--- config.mk ---
export PLATFORM = sky130hd
export DESIGN_NAME = cpc_regs
export DESIGN_NICKNAME = d
export VERILOG_FILES = /design/src/rtl/cpc_regs.v
export VERILOG_INCLUDE_DIRS = /design/src /design/src/pkg
export SDC_FILE = /design/constraint.sdc
export NUM_CORES = 1
export LEC_CHECK = 0
export BUFFER_PORTS_ARGS = -buffer_cell sky130_fd_sc_hd__buf_2
export CELL_PAD_IN_SITES_DETAIL_PLACEMENT = 2
export CELL_PAD_IN_SITES_GLOBAL_PLACEMENT = 2
export CORE_UTILIZATION = 27
export DETAILED_ROUTE_END_ITERATION = 7
export GPL_TIMING_DRIVEN = 0
export PLACE_DENSITY_LB_ADDON = 0.25
export SKIP_LAST_GASP = 1
export SYNTH_ARGS = -nofsm -noshare
export SYNTH_HDL_FRONTEND = slang
export SYNTH_SLANG_ARGS = --single-unit
--- constraint.sdc ---
create_clock -name clk_i -period 2.12 [get_ports clk_i]
set_input_delay 0.106 -clock clk_i [delete_from_list [all_inputs] [get_ports clk_i]]
set_output_delay 0.106 -clock clk_i [all_outputs]
set_load 0.1 [all_outputs]
--- src/pkg/cpc_consts.vh ---
// register indices, field positions and reset values of the phy control bank
// assumes byte address = 4 * index on a 32-bit ahb-lite bus
`ifndef CPC_CONSTS_VH
`define CPC_CONSTS_VH

// register indices (word addresses)
`define CPC_IDX_PHY_STATUS   16'hE013
`define CPC_IDX_SHIM_STATUS  16'hE014
`define CPC_IDX_RESET_CTRL   16'hE018
`define CPC_IDX_LANE_MAP     16'hE01B
`define CPC_IDX_SETTLE       16'hE01C
`define CPC_IDX_IRQ_STATUS   16'hE020
`define CPC_IDX_IRQ_MASK     16'hE021

// status register fields
`define CPC_ST_STOP_LSB      12
`define CPC_ST_TERM_LSB      6
`define CPC_ST_DATAOK_LSB    3
`define CPC_ST_FAST_BIT      2
`define CPC_ST_OSCRDY_BIT    1
`define CPC_ST_OSCACT_BIT    0

// reset control fields
`define CPC_RC_RELEASE_BIT   0
`define CPC_RC_ALWAYS_ON_BIT 1

// lane map fields
`define CPC_LM_EN_L1_BIT     14
`define CPC_LM_EN_L0_BIT     13
`define CPC_LM_EN_CLK_BIT    12
`define CPC_LM_SW_L1_BIT     11
`define CPC_LM_SW_L0_BIT     10
`define CPC_LM_SW_CLK_BIT    9
`define CPC_LM_L1_LSB        6
`define CPC_LM_L0_LSB        3
`define CPC_LM_CLK_LSB       0
`define CPC_LM_WIDTH         15

// settle fields
`define CPC_SET_L1_LSB       16
`define CPC_SET_L0_LSB       8
`define CPC_SET_CLK_LSB      0

// reset values
`define CPC_RST_RESET_CTRL   2'h0
`define CPC_RST_LANE_MAP     15'h7081
`define CPC_RST_SETTLE       24'h0A0A0B

// interrupt status bits
`define CPC_IRQ_OVF_BIT      0
`define CPC_IRQ_STOPX_BIT    1
`define CPC_IRQ_OSCRDY_BIT   2
`define CPC_IRQ_WIDTH        3

// clocks after reset release before pin edges are trusted
`define CPC_WARM_DONE        2'h3

`endif

--- src/rtl/cpc_regs.v ---
// control and status register bank for the camera d-phy receiver and demux shim
// assumes a single ahb-lite master; phy status levels and the link clock are
// asynchronous to clk_i and are synchronised here
//
// What this block does
// - status reports stop state of lane 1, lane 0 and clock lane.
// - status shows six-bit read-only termination control test field.
// - status shows per-lane data-correct test flags for lanes 2, 1, 0.
// - status shows read-only flag that bit clock exceeds threshold.
// - status shows oscillator clock ready and active flags.
// - shim flag sets on demux overflow, resets to zero.
// - phy reset release bit resets to zero; software writes one to release.
// - lane receiver enables reset to one; writing zero disables receiver.
// - polarity swap bits reset to zero; one swaps the pair wires.
// - three-bit clock lane pair select, resets to pair 1.
// - three-bit lane 0 pair select, resets to pair 0.
// - three-bit lane 1 pair select, resets to pair 2.
// - lane 1 and lane 0 settle precounters, eight bits, reset ten.
// - clock lane settle precounter, eight bits, resets to eleven.
`timescale 1ns/1ps
`include "cpc_consts.vh"

module cpc_regs (
	input  wire        clk_i,
	input  wire        nrst_i,
	// ahb-lite slave
	input  wire        hsel_i,
	input  wire [31:0] haddr_i,
	input  wire [1:0]  htrans_i,
	input  wire        hwrite_i,
	input  wire [2:0]  hsize_i,
	input  wire [31:0] hwdata_i,
	input  wire        hready_i,
	output reg  [31:0] hrdata_o,
	output reg         hreadyout_o,
	output reg         hresp_o,
	// phy status levels
	input  wire        lane1_stop_flag_i,
	input  wire        lane0_stop_flag_i,
	input  wire        clock_lane_stop_flag_i,
	input  wire [5:0]  term_ctrl_i,
	input  wire        lane2_data_ok_flag_i,
	input  wire        lane1_data_ok_flag_i,
	input  wire        lane0_data_ok_flag_i,
	input  wire        bit_clk_fast_flag_i,
	input  wire        osc_ready_flag_i,
	input  wire        osc_active_flag_i,
	// shim link clock and overflow level from the demux
	input  wire        link_clk_i,
	input  wire        demux_overflow_i,
	// phy controls
	output reg         phy_reset_release_o,
	output reg         always_on_reset_ctrl_o,
	output reg         lane1_rx_enable_o,
	output reg         lane0_rx_enable_o,
	output reg         clock_lane_rx_enable_o,
	output reg         lane1_polarity_swap_o,
	output reg         lane0_polarity_swap_o,
	output reg         clock_lane_polarity_swap_o,
	output reg  [2:0]  lane1_pair_select_o,
	output reg  [2:0]  lane0_pair_select_o,
	output reg  [2:0]  clock_lane_pair_select_o,
	output reg  [7:0]  lane1_settle_count_o,
	output reg  [7:0]  lane0_settle_count_o,
	output reg  [7:0]  clock_lane_settle_count_o,
	output reg         irq_o
);

	// register map, word index on haddr bits 17:2 (byte address = 4 * index):
	//   E013 phy status      read only, synchronised pin levels
	//   E014 shim status     bit 0 overflow, sticky, cleared by writing zero
	//   E018 reset control   bit 0 phy release, bit 1 always-on reset control
	//   E01B lane map        enables, polarity swaps and pair selects
	//   E01C settle counts   three eight-bit precounters
	//   E020 irq status      write one to clear
	//   E021 irq mask        same layout as irq status
	// any other index reads zero and ignores writes; the response is always
	// okay, so software probing a hole sees zero rather than a bus error.
	//
	// interrupt sources, one bit each in irq status and irq mask:
	//   bit 0 demux overflow seen at a rising shim clock edge
	//   bit 1 clock lane leaves its stop state
	//   bit 2 oscillator ready rises
	// irq_o is a registered level, high while any unmasked status bit is set.
	//
	// limitations a user must know:
	//   - the overflow flag clears only on a written zero; the demux does not
	//     recover by itself, so software must re-arm the shim after fixing the
	//     clock ratio, then clear the flag
	//   - control outputs follow their register one clock later, so a
	//     write is seen by the phy two clocks after its address phase is taken
	//   - nothing orders the always-on control against the phy release;
	//     bring-up software sets the always-on bit first
	//   - status levels are sampled, not latched: a pulse shorter than one
	//     clock may never show in a read
	//

	// register word select: haddr bits 17:2 against an index
	function cpc_hit;
		input [15:0] word;
		input [15:0] idx;
		begin
			cpc_hit = (word == idx);
		end
	endfunction

	// ---- input synchronisers ----
	wire [14:0] status_raw;
	reg  [14:0] status_meta;
	reg  [14:0] status_sync;
	reg  [1:0]  link_meta;
	reg  [1:0]  link_sync;
	reg         link_clk_prev;

	assign status_raw = {lane1_stop_flag_i, lane0_stop_flag_i,
		clock_lane_stop_flag_i, term_ctrl_i, lane2_data_ok_flag_i,
		lane1_data_ok_flag_i, lane0_data_ok_flag_i, bit_clk_fast_flag_i,
		osc_ready_flag_i, osc_active_flag_i};

	// two flops per level; the first stage feeds only the second
	// the link clock is oversampled: at 4 ns against 32 ns each level is
	// seen for several clocks, so no edge is lost across the two flops.
	always @(posedge clk_i or negedge nrst_i) begin
		if (!nrst_i) begin
			status_meta   <= 15'h0000;
			status_sync   <= 15'h0000;
			link_meta     <= 2'h0;
			link_sync     <= 2'h0;
			link_clk_prev <= 1'b0;
		end else begin
			status_meta   <= status_raw;
			status_sync   <= status_meta;
			link_meta     <= {link_clk_i, demux_overflow_i};
			link_sync     <= link_meta;
			link_clk_prev <= link_sync[1];
		end
	end

	// ---- start-up guard ----
	// after reset the synchronisers and the edge history hold zeros rather
	// than what the pins show; a pin already high (oscillator ready, a
	// running link clock) would otherwise look like a fresh rising edge.
	// events are ignored until both sync stages and the history flop have
	// been loaded from the pins, which costs three clocks after release.
	reg  [1:0] warm;
	wire       warm_done;

	assign warm_done = (warm == `CPC_WARM_DONE);

	// saturating count of clocks since reset release
	always @(posedge clk_i or negedge nrst_i) begin
		if (!nrst_i)
			warm <= 2'h0;
		else if (!warm_done)
			warm <= warm + 2'h1;
	end

	// overflow counts only when seen at a rising edge of the shim clock;
	// a level outside clocking is treated as not yet meaningful
	wire link_rise;
	wire overflow_evt;
	assign link_rise    = warm_done & link_sync[1] & ~link_clk_prev;
	assign overflow_evt = link_rise & link_sync[0];

	// ---- event detection for interrupts ----
	reg clk_stop_prev;
	reg osc_ready_prev;
	wire clk_stop_exit;
	wire osc_ready_rise;
	wire [`CPC_IRQ_WIDTH-1:0] irq_events;

	always @(posedge clk_i or negedge nrst_i) begin
		if (!nrst_i) begin
			clk_stop_prev  <= 1'b0;
			osc_ready_prev <= 1'b0;
		end else begin
			clk_stop_prev  <= status_sync[`CPC_ST_STOP_LSB];
			osc_ready_prev <= status_sync[`CPC_ST_OSCRDY_BIT];
		end
	end

	assign clk_stop_exit  = clk_stop_prev & ~status_sync[`CPC_ST_STOP_LSB];
	assign osc_ready_rise = ~osc_ready_prev & status_sync[`CPC_ST_OSCRDY_BIT];
	assign irq_events     = {osc_ready_rise & warm_done, clk_stop_exit & warm_done, overflow_evt};

	// ---- ahb-lite slave ----
	// one wait state per transfer: the write lands or the read data is
	// loaded in the cycle after the address phase; this avoids any
	// write-then-read forwarding at the cost of one cycle per access
	// cycle walk of one transfer, counting from the address edge:
	//   edge 1  address phase taken, hreadyout drops for one cycle
	//   edge 2  write lands from hwdata, or read data is loaded
	//   edge 3  master sees hready high and ends the data phase
	// a new address phase may be taken at edge 3 itself, so back-to-back
	// transfers run at one per two clocks.
	// hsize is not decoded: every access is treated as a whole word, and a
	// narrow write would overwrite the whole register.
	reg        pend;
	reg        pend_write;
	reg [15:0] pend_word;
	wire       accept;
	wire       wr_go;
	wire       rd_go;

	assign accept = hsel_i & htrans_i[1] & hready_i;
	assign wr_go  = pend & pend_write;
	assign rd_go  = pend & ~pend_write;

	// address phase capture and ready generation
	always @(posedge clk_i or negedge nrst_i) begin
		if (!nrst_i) begin
			pend        <= 1'b0;
			pend_write  <= 1'b0;
			pend_word   <= 16'h0000;
			hreadyout_o <= 1'b1;
			hresp_o     <= 1'b0;
		end else begin
			hresp_o <= 1'b0;
			if (accept) begin
				pend        <= 1'b1;
				pend_write  <= hwrite_i;
				pend_word   <= haddr_i[17:2];
				hreadyout_o <= 1'b0;
			end else begin
				pend        <= 1'b0;
				hreadyout_o <= 1'b1;
			end
		end
	end

	// ---- register storage ----
	reg [1:0]                 reset_ctrl;
	reg [`CPC_LM_WIDTH-1:0]   lane_map;
	reg [23:0]                settle;
	reg                       shim_ovf;
	reg [`CPC_IRQ_WIDTH-1:0]  irq_status;
	reg [`CPC_IRQ_WIDTH-1:0]  irq_mask;

	// control registers written by software
	always @(posedge clk_i or negedge nrst_i) begin
		if (!nrst_i) begin
			reset_ctrl <= `CPC_RST_RESET_CTRL;
			// enables one, swaps zero, pair selects 2/0/1
			lane_map   <= `CPC_RST_LANE_MAP;
			settle     <= `CPC_RST_SETTLE;
			irq_mask   <= {`CPC_IRQ_WIDTH{1'b0}};
		end else if (wr_go) begin
			if (cpc_hit(pend_word, `CPC_IDX_RESET_CTRL))
				reset_ctrl <= hwdata_i[1:0];
			if (cpc_hit(pend_word, `CPC_IDX_LANE_MAP))
				lane_map <= hwdata_i[`CPC_LM_WIDTH-1:0];
			if (cpc_hit(pend_word, `CPC_IDX_SETTLE))
				settle <= hwdata_i[23:0];
			if (cpc_hit(pend_word, `CPC_IDX_IRQ_MASK))
				irq_mask <= hwdata_i[`CPC_IRQ_WIDTH-1:0];
		end
	end

	// sticky flags; a new event in the clearing cycle wins
	// the clear of the shim flag is a written zero, unlike the interrupt
	// status, which is write-one-to-clear; the two follow different rules.
	wire shim_wr;
	wire irq_wr;
	assign shim_wr = wr_go & cpc_hit(pend_word, `CPC_IDX_SHIM_STATUS);
	assign irq_wr  = wr_go & cpc_hit(pend_word, `CPC_IDX_IRQ_STATUS);

	always @(posedge clk_i or negedge nrst_i) begin
		if (!nrst_i) begin
			shim_ovf   <= 1'b0;
			irq_status <= {`CPC_IRQ_WIDTH{1'b0}};
		end else begin
			if (overflow_evt)
				shim_ovf <= 1'b1;
			else if (shim_wr && !hwdata_i[0])
				shim_ovf <= 1'b0;
			if (irq_wr)
				irq_status <= (irq_status & ~hwdata_i[`CPC_IRQ_WIDTH-1:0])
					| irq_events;
			else
				irq_status <= irq_status | irq_events;
		end
	end

	// ---- read mux ----
	// the mux looks at the captured word index, not the live bus, so the
	// read data always belong to the address phase that was taken even if
	// the master has already moved on to its next address.
	// reserved bits are padded with zeros here rather than in each register.
	reg [31:0] next_rdata;

	always @* begin
		next_rdata = 32'h00000000;
		// stop flags; term field; data ok; clock flags
		if (cpc_hit(pend_word, `CPC_IDX_PHY_STATUS))
			next_rdata = {17'h00000, status_sync};
		else if (cpc_hit(pend_word, `CPC_IDX_SHIM_STATUS))
			next_rdata = {31'h00000000, shim_ovf};
		else if (cpc_hit(pend_word, `CPC_IDX_RESET_CTRL))
			next_rdata = {30'h00000000, reset_ctrl};
		else if (cpc_hit(pend_word, `CPC_IDX_LANE_MAP))
			next_rdata = {17'h00000, lane_map};
		else if (cpc_hit(pend_word, `CPC_IDX_SETTLE))
			next_rdata = {8'h00, settle};
		else if (cpc_hit(pend_word, `CPC_IDX_IRQ_STATUS))
			next_rdata = {29'h00000000, irq_status};
		else if (cpc_hit(pend_word, `CPC_IDX_IRQ_MASK))
			next_rdata = {29'h00000000, irq_mask};
	end

	// read data loaded in the wait cycle, held until the next read
	always @(posedge clk_i or negedge nrst_i) begin
		if (!nrst_i)
			hrdata_o <= 32'h00000000;
		else if (rd_go)
			hrdata_o <= next_rdata;
	end

	// ---- control outputs, one flop behind the registers ----
	always @(posedge clk_i or negedge nrst_i) begin
		if (!nrst_i) begin
			phy_reset_release_o        <= 1'b0;
			always_on_reset_ctrl_o     <= 1'b0;
			lane1_rx_enable_o          <= 1'b1;
			lane0_rx_enable_o          <= 1'b1;
			clock_lane_rx_enable_o     <= 1'b1;
			lane1_polarity_swap_o      <= 1'b0;
			lane0_polarity_swap_o      <= 1'b0;
			clock_lane_polarity_swap_o <= 1'b0;
			lane1_pair_select_o        <= 3'h2;
			lane0_pair_select_o        <= 3'h0;
			clock_lane_pair_select_o   <= 3'h1;
			lane1_settle_count_o       <= 8'h0A;
			lane0_settle_count_o       <= 8'h0A;
			clock_lane_settle_count_o  <= 8'h0B;
			irq_o                      <= 1'b0;
		end else begin
			// phy release; ordering left to software
			phy_reset_release_o        <= reset_ctrl[`CPC_RC_RELEASE_BIT];
			always_on_reset_ctrl_o     <= reset_ctrl[`CPC_RC_ALWAYS_ON_BIT];
			lane1_rx_enable_o          <= lane_map[`CPC_LM_EN_L1_BIT];
			lane0_rx_enable_o          <= lane_map[`CPC_LM_EN_L0_BIT];
			clock_lane_rx_enable_o     <= lane_map[`CPC_LM_EN_CLK_BIT];
			lane1_polarity_swap_o      <= lane_map[`CPC_LM_SW_L1_BIT];
			lane0_polarity_swap_o      <= lane_map[`CPC_LM_SW_L0_BIT];
			clock_lane_polarity_swap_o <= lane_map[`CPC_LM_SW_CLK_BIT];
			lane1_pair_select_o        <= lane_map[`CPC_LM_L1_LSB +: 3];
			lane0_pair_select_o        <= lane_map[`CPC_LM_L0_LSB +: 3];
			clock_lane_pair_select_o   <= lane_map[`CPC_LM_CLK_LSB +: 3];
			lane1_settle_count_o       <= settle[`CPC_SET_L1_LSB +: 8];
			lane0_settle_count_o       <= settle[`CPC_SET_L0_LSB +: 8];
			clock_lane_settle_count_o  <= settle[`CPC_SET_CLK_LSB +: 8];
			irq_o                      <= |(irq_status & irq_mask);
		end
	end

endmodule

Yosys cells after proc, flatten, opt, wreduce, memory -nomap -nowiden. Index checks and enable logic that the tools add are counted. Widths: inputs -> output; s select.

Word-level logic and storage cells: 85. Register bits: 180. Bits in latches: 0. ROM bits: 0. Output and inout port bits: 76. RAM bits: 0. Memories kept: 0. Input bits: 91.

Reductions and logical operators: 8. Muxes and demuxes: 12. Bitwise operators: 22. $mul: 0. $add $sub $neg: 1. Div/mod/pow operators: 0. Equal/unequal tests: 8. Magnitude comparators: 0. Shifts and indexed selects: 0.

Operators with widths (number): $mux 24 (5); $eq 16x16->1 const B (7); $and 1x1->1 (13); $mux 3 (3); $reduce_and 2->1 (4); $and 3x3->3 (2); $or 3x3->3 (2); $mux 1 (4); $not 1->1 (4); $not 3->3 (1); $reduce_or 3->1 (1); $add 2x1->2 const B (1); $eq 2x2->1 const B (1); $reduce_bool 2->1 (1); $logic_and 1x1->1 (1); $logic_not 1->1 (1).

Depth between registers and ports, before layout. Gate-level depths: netlist of run 1.

Depth in word-level cells: 8. Mapped depth: 7. Depth with buffers taken out: 5.

Least setup slack after synthesis of run 1. Ideal clock, no wire load.

Path type: register -> register. From: reg pend_word[7]. To: reg settle[13]. Setup slack: 0.115 ns. Library setup time: 0.125 ns. Arrival: 1.881 ns. Clock period less this slack: 2.005 ns. Path buffers: 1. Data required time: 1.995 ns. Cell stages (with the launch flop): 6. Cells stage by stage: dfrtp_1 > nor4b_2 > nand3_1 > nor3_2 > buf_4 > mux2_2.

Word-level cells in the longest chain between the ends: 2.

Ends and longest elaborated chain: from (decl) (RTL line cpc_regs.v:200) `reg [15:0] pend_word;`; from (signal assigned) (RTL line cpc_regs.v:222) `pend_word <= haddr_i[17:2];`; $eq 16x16->1 (RTL line cpc_regs.v:103) `cpc_hit = (word == idx);`; $reduce_and 2->1 (no source line); to (signal assigned) (RTL line cpc_regs.v:245) `` settle <= `CPC_RST_SETTLE; ``; to (signal assigned) (RTL line cpc_regs.v:253) `settle <= hwdata_i[23:0];`; to (decl) (RTL line cpc_regs.v:234) `reg [23:0] settle;`.

Every way passes these cells. A chain may end at the register's enable or synchronous reset.

Final worst setup path of run 1.
From: reg pend_word[9]. To: reg settle[14].

Same word-level chain as after synthesis.

==> results of run 1 <==
final timing paths:
check	endpoint	slack, ns	startpoint	cells past startpoint
max reg2reg	settle[14]	0.05	pend_word[9]	7
min in group asynchronous	warm[0]	0.24	nrst_i	2
min	settle[0]	0.03	hwdata_i[0]	2
max	settle[14]	0.05	pend_word[9]	7
max in group asynchronous	settle[11]	0.98	nrst_i	3
min reg2reg	status_sync[1]	0.34	status_meta[1]	0
state kept, by name (all words and copies together), names as in the netlist, 8 cells and up:
name and cells:
hrdata_o 24, settle 24, pend_word 16, lane_map 15, status_meta 15, status_sync 15, clock_lane_settle_count_o 8, lane0_settle_count_o 8
lane1_settle_count_o 8
layout by cell type, fill, tap and decap left out, types with 3 or more instances in the layout:
| cell type | count |
|---|---|
| clkinv_4 | 3 |
| inv_6 | 4 |
| buf_6 | 8 |
| nand3_1 | 4 |
| nor4_4 | 4 |
| a222oi_1 | 4 |
| nand2b_1 | 5 |
| conb_1 | 9 |
| dfrtp_1 | 145 |
| clkbuf_16 | 17 |
| a21oi_1 | 10 |
| clkbuf_1 | 8 |
| a21oi_2 | 3 |
| buf_4 | 22 |
| mux2_1 | 9 |
| dlygate4sd3_1 | 57 |
| nand4b_1 | 3 |
| a22o_1 | 9 |
| buf_2 | 128 |
| dfstp_2 | 25 |
| mux2_2 | 53 |
| mux2i_1 | 4 |
| nand2_1 | 42 |
| inv_1 | 5 |
| o21ai_1 | 21 |
metal layers:
| metal | global-route usage (%) | routed length [µm] | share of wire [%] | up-vias |
|---|---|---|---|---|
| li1 | - | - | - | 1909 |
| met1 | 19.5 | 7650 | 44 | 2231 |
| met2 | 26.4 | 8810 | 50 | 112 |
| met3 | 3.09 | 609 | 3.5 | 23 |
| met4 | 6.97 | 383 | 2.2 | 0 |
| met5 | 0 | 0 | 0 | - |
report_power, final:
group / switching, mW / internal, mW / leakage (nW)
clock: 1.35 / 1.70 / 0.279
combinational: 0.403 / 0.261 / 1.71
sequential: 0.106 / 3.40 / 2.14
cells by family (layout without fill, tap and decap cells):
logic type | after synthesis | in the layout | share of synthesized area [%]
flip-flops | 172 | 172 | 70.4
AND/OR/NAND/NOR | 80 | 80 | 7.61
multiplexers | 66 | 66 | 12.0
AO/OA/AOI/OAI | 63 | 63 | 6.86
buffers and inverters | 30 | 265 | 2.78
adder cells (fa/ha/maj) | 1 | 1 | 0.203
other | 1 | 9 | 0.0609
XOR/XNOR | 1 | 1 | 0.142
worst register-to-register path: cells and delay by family (launching register included):
kind / cells / cell delay [ns]
buffers and inverters: 3 / 0.49
multiplexers: 1 / 0.35
flip-flops: 1 / 0.44
AND/OR/NAND/NOR: 3 / 0.66
stage by stage:
step | TNS, ns | instances | utilization [%] | total power [mW]
after global routing | -0.448 | 937 | 39.1 | 7.49
after detailed placement | -32.04 | 832 | 32.7 | 4.10
after global placement | -288.95 | 831 | 32.5 | 4.07
after floorplan | 0 | 422 | - | 3.86
final | 0 | 937 | 39.1 | 7.21
after CTS | -0.303 | 927 | 38.4 | 7.29
area by class of cell:
cell class / count / area, µm²
repair buffers: 204 / 1410
flip-flops and latches: 172 / 4340
fillers: 2244 / 13500
well taps: 280 / 350
inverters: 5 / 18.8
clock inverters: 11 / 109
multi-input cells: 220 / 1770
plain buffers: 24 / 184
clock buffers: 21 / 460
timing repair:
item                       CTS  global route
setup buffers                7             8
pin swaps                    7             8
cloned                       0             2
hold buffers                57             0
gates resized for setup     13            22
hold endpoints to repair   135             0
setup endpoints to repair   71            68
==> metrics.md, run 1 <==
| Metric | Value |
|---|---|
| Highest clock rate | ~0.48 GHz |
| Top post-synthesis cells by area | dfrtp_1 (60%), dfstp_2 (11%), mux2_2 (9.7%), nand2_1 (2.6%), o21ai_1 (1.7%) |
| Tcrit/Tclk final | roughly 100% |
| CTS tree | yes |
| Htree depth | 4 |
| Worst Skew | 0.0130 ns |
| Area after DPL | 0.00723 mm² |
| Pin count of the biggest net entering global routing | 93 |
| Mapped Area | 0.00616 mm² |
| Sink Count | 172 |
| Reg clk slew, reported paths | 0.07 ns |
| Critical path buffers and inverters | 3 |
| Most used DFF post-synth | dfrtp_1 |
| WL/cell | roughly 19 µm |
| Leakage | 4.13 nW |
| All-layer global routing usage | ~16% |
| CP endpoint kind | flop |
| Data required, critical path | ~2.4 ns |
| Max_cap viols | 0 |
| Top cell type by total area after synthesis | dfrtp_1 |
| RSZ-0062 raised after global routing | true |
| Netlist cell types | between 40 and 50 |
| Clock Latency Late Sink | between 0.4 and 0.5 ns |
| Slowest-stage cell, CP | dfrtp_2 |
| Clock buffer depth | 2 |
| Post-Place Setup Slack | -0.631 ns |
| Power density cells | 835 mW/mm² |
| CP arrival | roughly 2.4 ns |
| Chip height | 153 µm |
| IO Count | 167 |
| Routed vias/inst | 4.56 |
| Antenna cells | 0 |
| Count leader, synth | dfrtp_1 |
| Placer Congestion | 0.778 |
| Delay-heaviest family, CP | simple AND/OR/NAND/NOR gates |
| Grt total ovfl | 0 |
| Sequential share of the synthesized area | ~70% |
| Critical path, cell by cell | nor4_4, buf_6, nand3_4, nor3_4, buf_12, buf_6, mux2_2 |
| Die Area | between 0.02 and 0.025 mm² |
| FF+latch count, synth | around 170 |
| Rel. slew slack | a little under three fifths |
| Fin. Hold Viols | 0 |
| Finished Cell Area | 0.00863 mm² |
| Drt initial violations | 143 |
| Status | complete, no violations |
| Mapped Avg Cell Area | around 15 µm² |
| Vias in the first global route | between 4k and 5k |
| Largest fanout on the critical path | 10 |
| Maximum vdd ir drop | ~0.45 mV |
| Pre-antenna DRT Iters | 4 |
| Fin nets | 736 |
| Most frequent cells after synthesis | dfrtp_1 (147), mux2_2 (53), nand2_1 (42), dfstp_2 (25), o21ai_1 (21) |
| DP HPWL | 11.4 mm |
| Count of antenna-violating nets left after detailed routing | 0 |
| Setup crit start kind | flop |
| Fin crit period | about 2.1 ns |
| CP most frequent cell | buf_6 |
| Antenna violations before repair | 0 |
| Final setup vio count | 0 |
| Layout cells sized above 1 | 44.9% |
| Row Count | 54 |
| First-pass GRT wire length | 27.7 mm |
| Area growth, synth to finish | 40.1% |
| DIE WIDTH | 153 µm |
| Port bufs | around 130 |
| WL final | approximately 17 mm |
| Top-area cell type share of the netlist area | 59.7% |
| Asr flop ratio synth | 100% |
| DR DRC count | 0 |
| Slew @ Worst Pin | 0.644 ns |
| CTS root buffer | clkbuf_16 |
| Crit-path max cell delay | 0.44 ns |
| Synthesis Warnings | 0 |
| Worst Setup Slack, final | 0.0478 ns |
| Cells after synthesis | 414 |
| Min-Delay Path Class | input pin to flop |
| Post-synth EDFFs | 0 |
| Area of the core | 0.0221 mm² |
| Hold WS | 0.0332 ns |
| Vias post-DR | 4,275 |
| CTS Buf Count | 17 |
| WS Path Type | flop to flop |
| Slew Limit Fails | 0 |
| Initial core utilization | 27.9% |
No activity file was read; power rests on OpenSTA's default activity.
==> run 2: changes to the inputs <==
--- a/config.mk
+++ b/config.mk
@@ -12,7 +12,7 @@
 export CORE_UTILIZATION = 27
 export DETAILED_ROUTE_END_ITERATION = 7
 export GPL_TIMING_DRIVEN = 0
-export PLACE_DENSITY_LB_ADDON = 0.25
+export PLACE_DENSITY_LB_ADDON = 0.1
 export SKIP_LAST_GASP = 1
 export SYNTH_ARGS = -nofsm -noshare
 export SYNTH_HDL_FRONTEND = slang
==> metrics.md, run 2 (same netlist as run 1, synthesis figures left out) <==
| Metric | Value |
|---|---|
| CP endpoint kind | flop |
| Rel. slew slack | 55.4% (-1.7 points) |
| Non-Filler Instances | 937 (unchanged) |
| Top Layer Used | met4 |
| WS Path Type | flop to flop |
| Final setup vio count | 0 (unchanged) |
| IO Count | 167 (unchanged) |
| Reg clk slew, reported paths | 0.07 ns (about the same) |
| Power density cells | 847 mW/mm² (+1.4%) |
| Layout cells sized above 1 | 44.6% (-0.30 points) |
| Drt initial violations | 125 (-13%) |
| Data required, critical path | 2.42 ns (about the same) |
| Min-Delay Path Class | input pin to flop |
| Pre-antenna DRT Iters | 4 (unchanged) |
| WL met2 | 8.36 mm (-5.2%) |
| Tcrit/Tclk final | 97.0% (-0.72 points) |
| Highest clock rate | 0.486 GHz (+0.74%) |
| Chip height | 153 µm (unchanged) |
| Setup crit start kind | flop |
| RSZ-0062 raised after global routing | false |
| Area growth, synth to finish | 40.0% (about the same) |
| Regs by FF count | hrdata_o: 24 flops, settle: 24 flops, pend_word: 16 flops |
| WL/cell | 18.2 µm (-2.3%) |
| Placed cell count | 832 (unchanged) |
| Largest fanout on the critical path | 5 (-5) |
| Fin. Hold Viols | 0 (unchanged) |
| Area of the core | 0.0221 mm² (unchanged) |
| CP arrival | 2.36 ns (-0.02 ns) |
| Fin crit period | 2.06 ns (-0.0152 ns) |
| Seq. cell area | 0.00434 mm² (unchanged) |
| Row Count | 54 (unchanged) |
| Die Area | 0.0234 mm² (unchanged) |
| Initial core utilization | 27.9% (unchanged) |
| Commonest non-fill, non-tap cell in the layout | dfrtp_1 |
| Vias post-DR | 4,153 (-2.9%) |
| CTS root buffer | clkbuf_16 |
| Slew Limit Fails | 0 (unchanged) |
| Count of antenna-violating nets left after detailed routing | 0 (unchanged) |
| Slew @ Worst Pin | 0.669 ns (+0.0256 ns) |
| Pin count of the biggest net entering global routing | 94 (+1.1%) |
| CTS tree | yes |
| DR DRC count | 0 (unchanged) |
| Footprint of the multi-input gates | 0.00174 mm² (-1.3%) |
| Antenna cells | 0 (unchanged) |
| All-layer global routing usage | 15.6% (-0.070 points) |
| TNS Setup | 0 ns (unchanged) |
| DP HPWL | 11.1 mm (-2.6%) |
| Placer Congestion | 0.749 (-3.7%) |
| First-pass GRT wire length | 27.2 mm (-1.8%) |
| Htree depth | 4 (unchanged) |
| Fill cells | 2,247 (+0.13%) |
| Grt total ovfl | 0 (unchanged) |
| M1 wire length | 7.77 mm (+1.5%) |
| Total power | 7.30 mW (+1.3%) |
| DIE WIDTH | 153 µm (unchanged) |
| Clock buffer depth | 2 (unchanged) |
| WL met3 | 699 µm (+15%) |
| Routed vias/inst | 4.43 (-2.9%) |
| Most frequent cells in the layout | dfrtp_1 (145), buf_2 (129), dlygate4sd3_1 (57) |
| Worst Skew | 0.00799 ns (-0.00501 ns) |
| CTS Buf Count | 17 (unchanged) |
| Port bufs | 129 (unchanged) |
| Vias in the first global route | 4,687 (-2.7%) |
| Max_cap viols | 0 (unchanged) |
| Clock Latency Late Sink | 0.43 ns (about the same) |
| WL final | 17.1 mm (-2.3%) |
| Status | complete, no violations |
| Antenna violations before repair | 0 (unchanged) |
| Hold WS | 0.0306 ns (-0.00262 ns) |
| Maximum vdd ir drop | 0.437 mV (-3.8%) |
| Leakage | 4.13 nW (about the same) |
| R2r worst-path depth | 7 (unchanged) |
| Fin util | 39.0% (about the same) |
| Sink Count | 172 (unchanged) |
| Fin nets | 736 (unchanged) |
| Hold depth | 2 (unchanged) |
-- run 2: cell count changes in the layout (fill, tap and decap cells not counted), sizes merged --
cell	previous run	this run
clkbuf	30	27
clkinvlp	1	4
buf	162	164
clkinv	5	3
bufinv	1	2
inv	9	8
-- run 2: path summary, 6_finish.rpt --
kind | start | endpoint | slack [ns]
min in group asynchronous | nrst_i | settle[21] | 0.24
setup reg to reg | pend_word[10] | lane_map[2] | 0.06
hold / removal | hwdata_i[0] | settle[0] | 0.03
setup / recovery | pend_word[10] | lane_map[2] | 0.06
hold reg to reg | link_meta[0] | link_sync[0] | 0.35
max in group asynchronous | nrst_i | settle[9] | 0.98
-- run 2: what timing repair did --
item                                   4_1_cts  5_1_grt
gates cloned                                 1        0
pin swaps                                    8        5
hold buffers                                57        0
setup endpoints to repair                   71       59
endpoints found under the hold margin      141        0
resized for setup                           11       20
setup buffers                               15        1
-- run 2: layout make-up --
cell class,instances,area share (%)
plain buffers,24,2.09
clock buffers,20,5.30
clock inverters,12,1.60
inverters,5,0.218
multi-input cells,220,20.2
flip-flops and latches,172,50.3
well taps,280,4.06
repair buffers,204,16.2
-- run 2: critical path, stage by stage (launching register included) --
cell and delay, ns:
dfrtp_1 0.42, nor4_4 0.27, buf_4 0.18, nand3_2 0.13
nor4_4 0.27, buf_6 0.17, buf_6 0.14, mux2_1 0.34
-- run 2: power breakdown --
group | leakage (nW) | internal, mW | switching, mW
Sequential | 2.14 | 3.40 | 0.100
Combinational | 1.71 | 0.262 | 0.401
Clock | 0.281 | 1.81 | 1.33
-- run 2: per-stage QoR --
stage               area, µm²  setup slack, ns
floorplan                6190            0.115
global placement         7190            -1.77
detailed placement       7230           -0.717
CTS                      8560         -0.00228
global route             8620          0.00264
finish                   8620           0.0630
-- run 2: metal layers --
layer	global-route usage, %	vias up
met1	19.5	2131
met4	5.44	0
met2	25.9	100
met5	0	-
li1	-	1902
met3	4.28	20
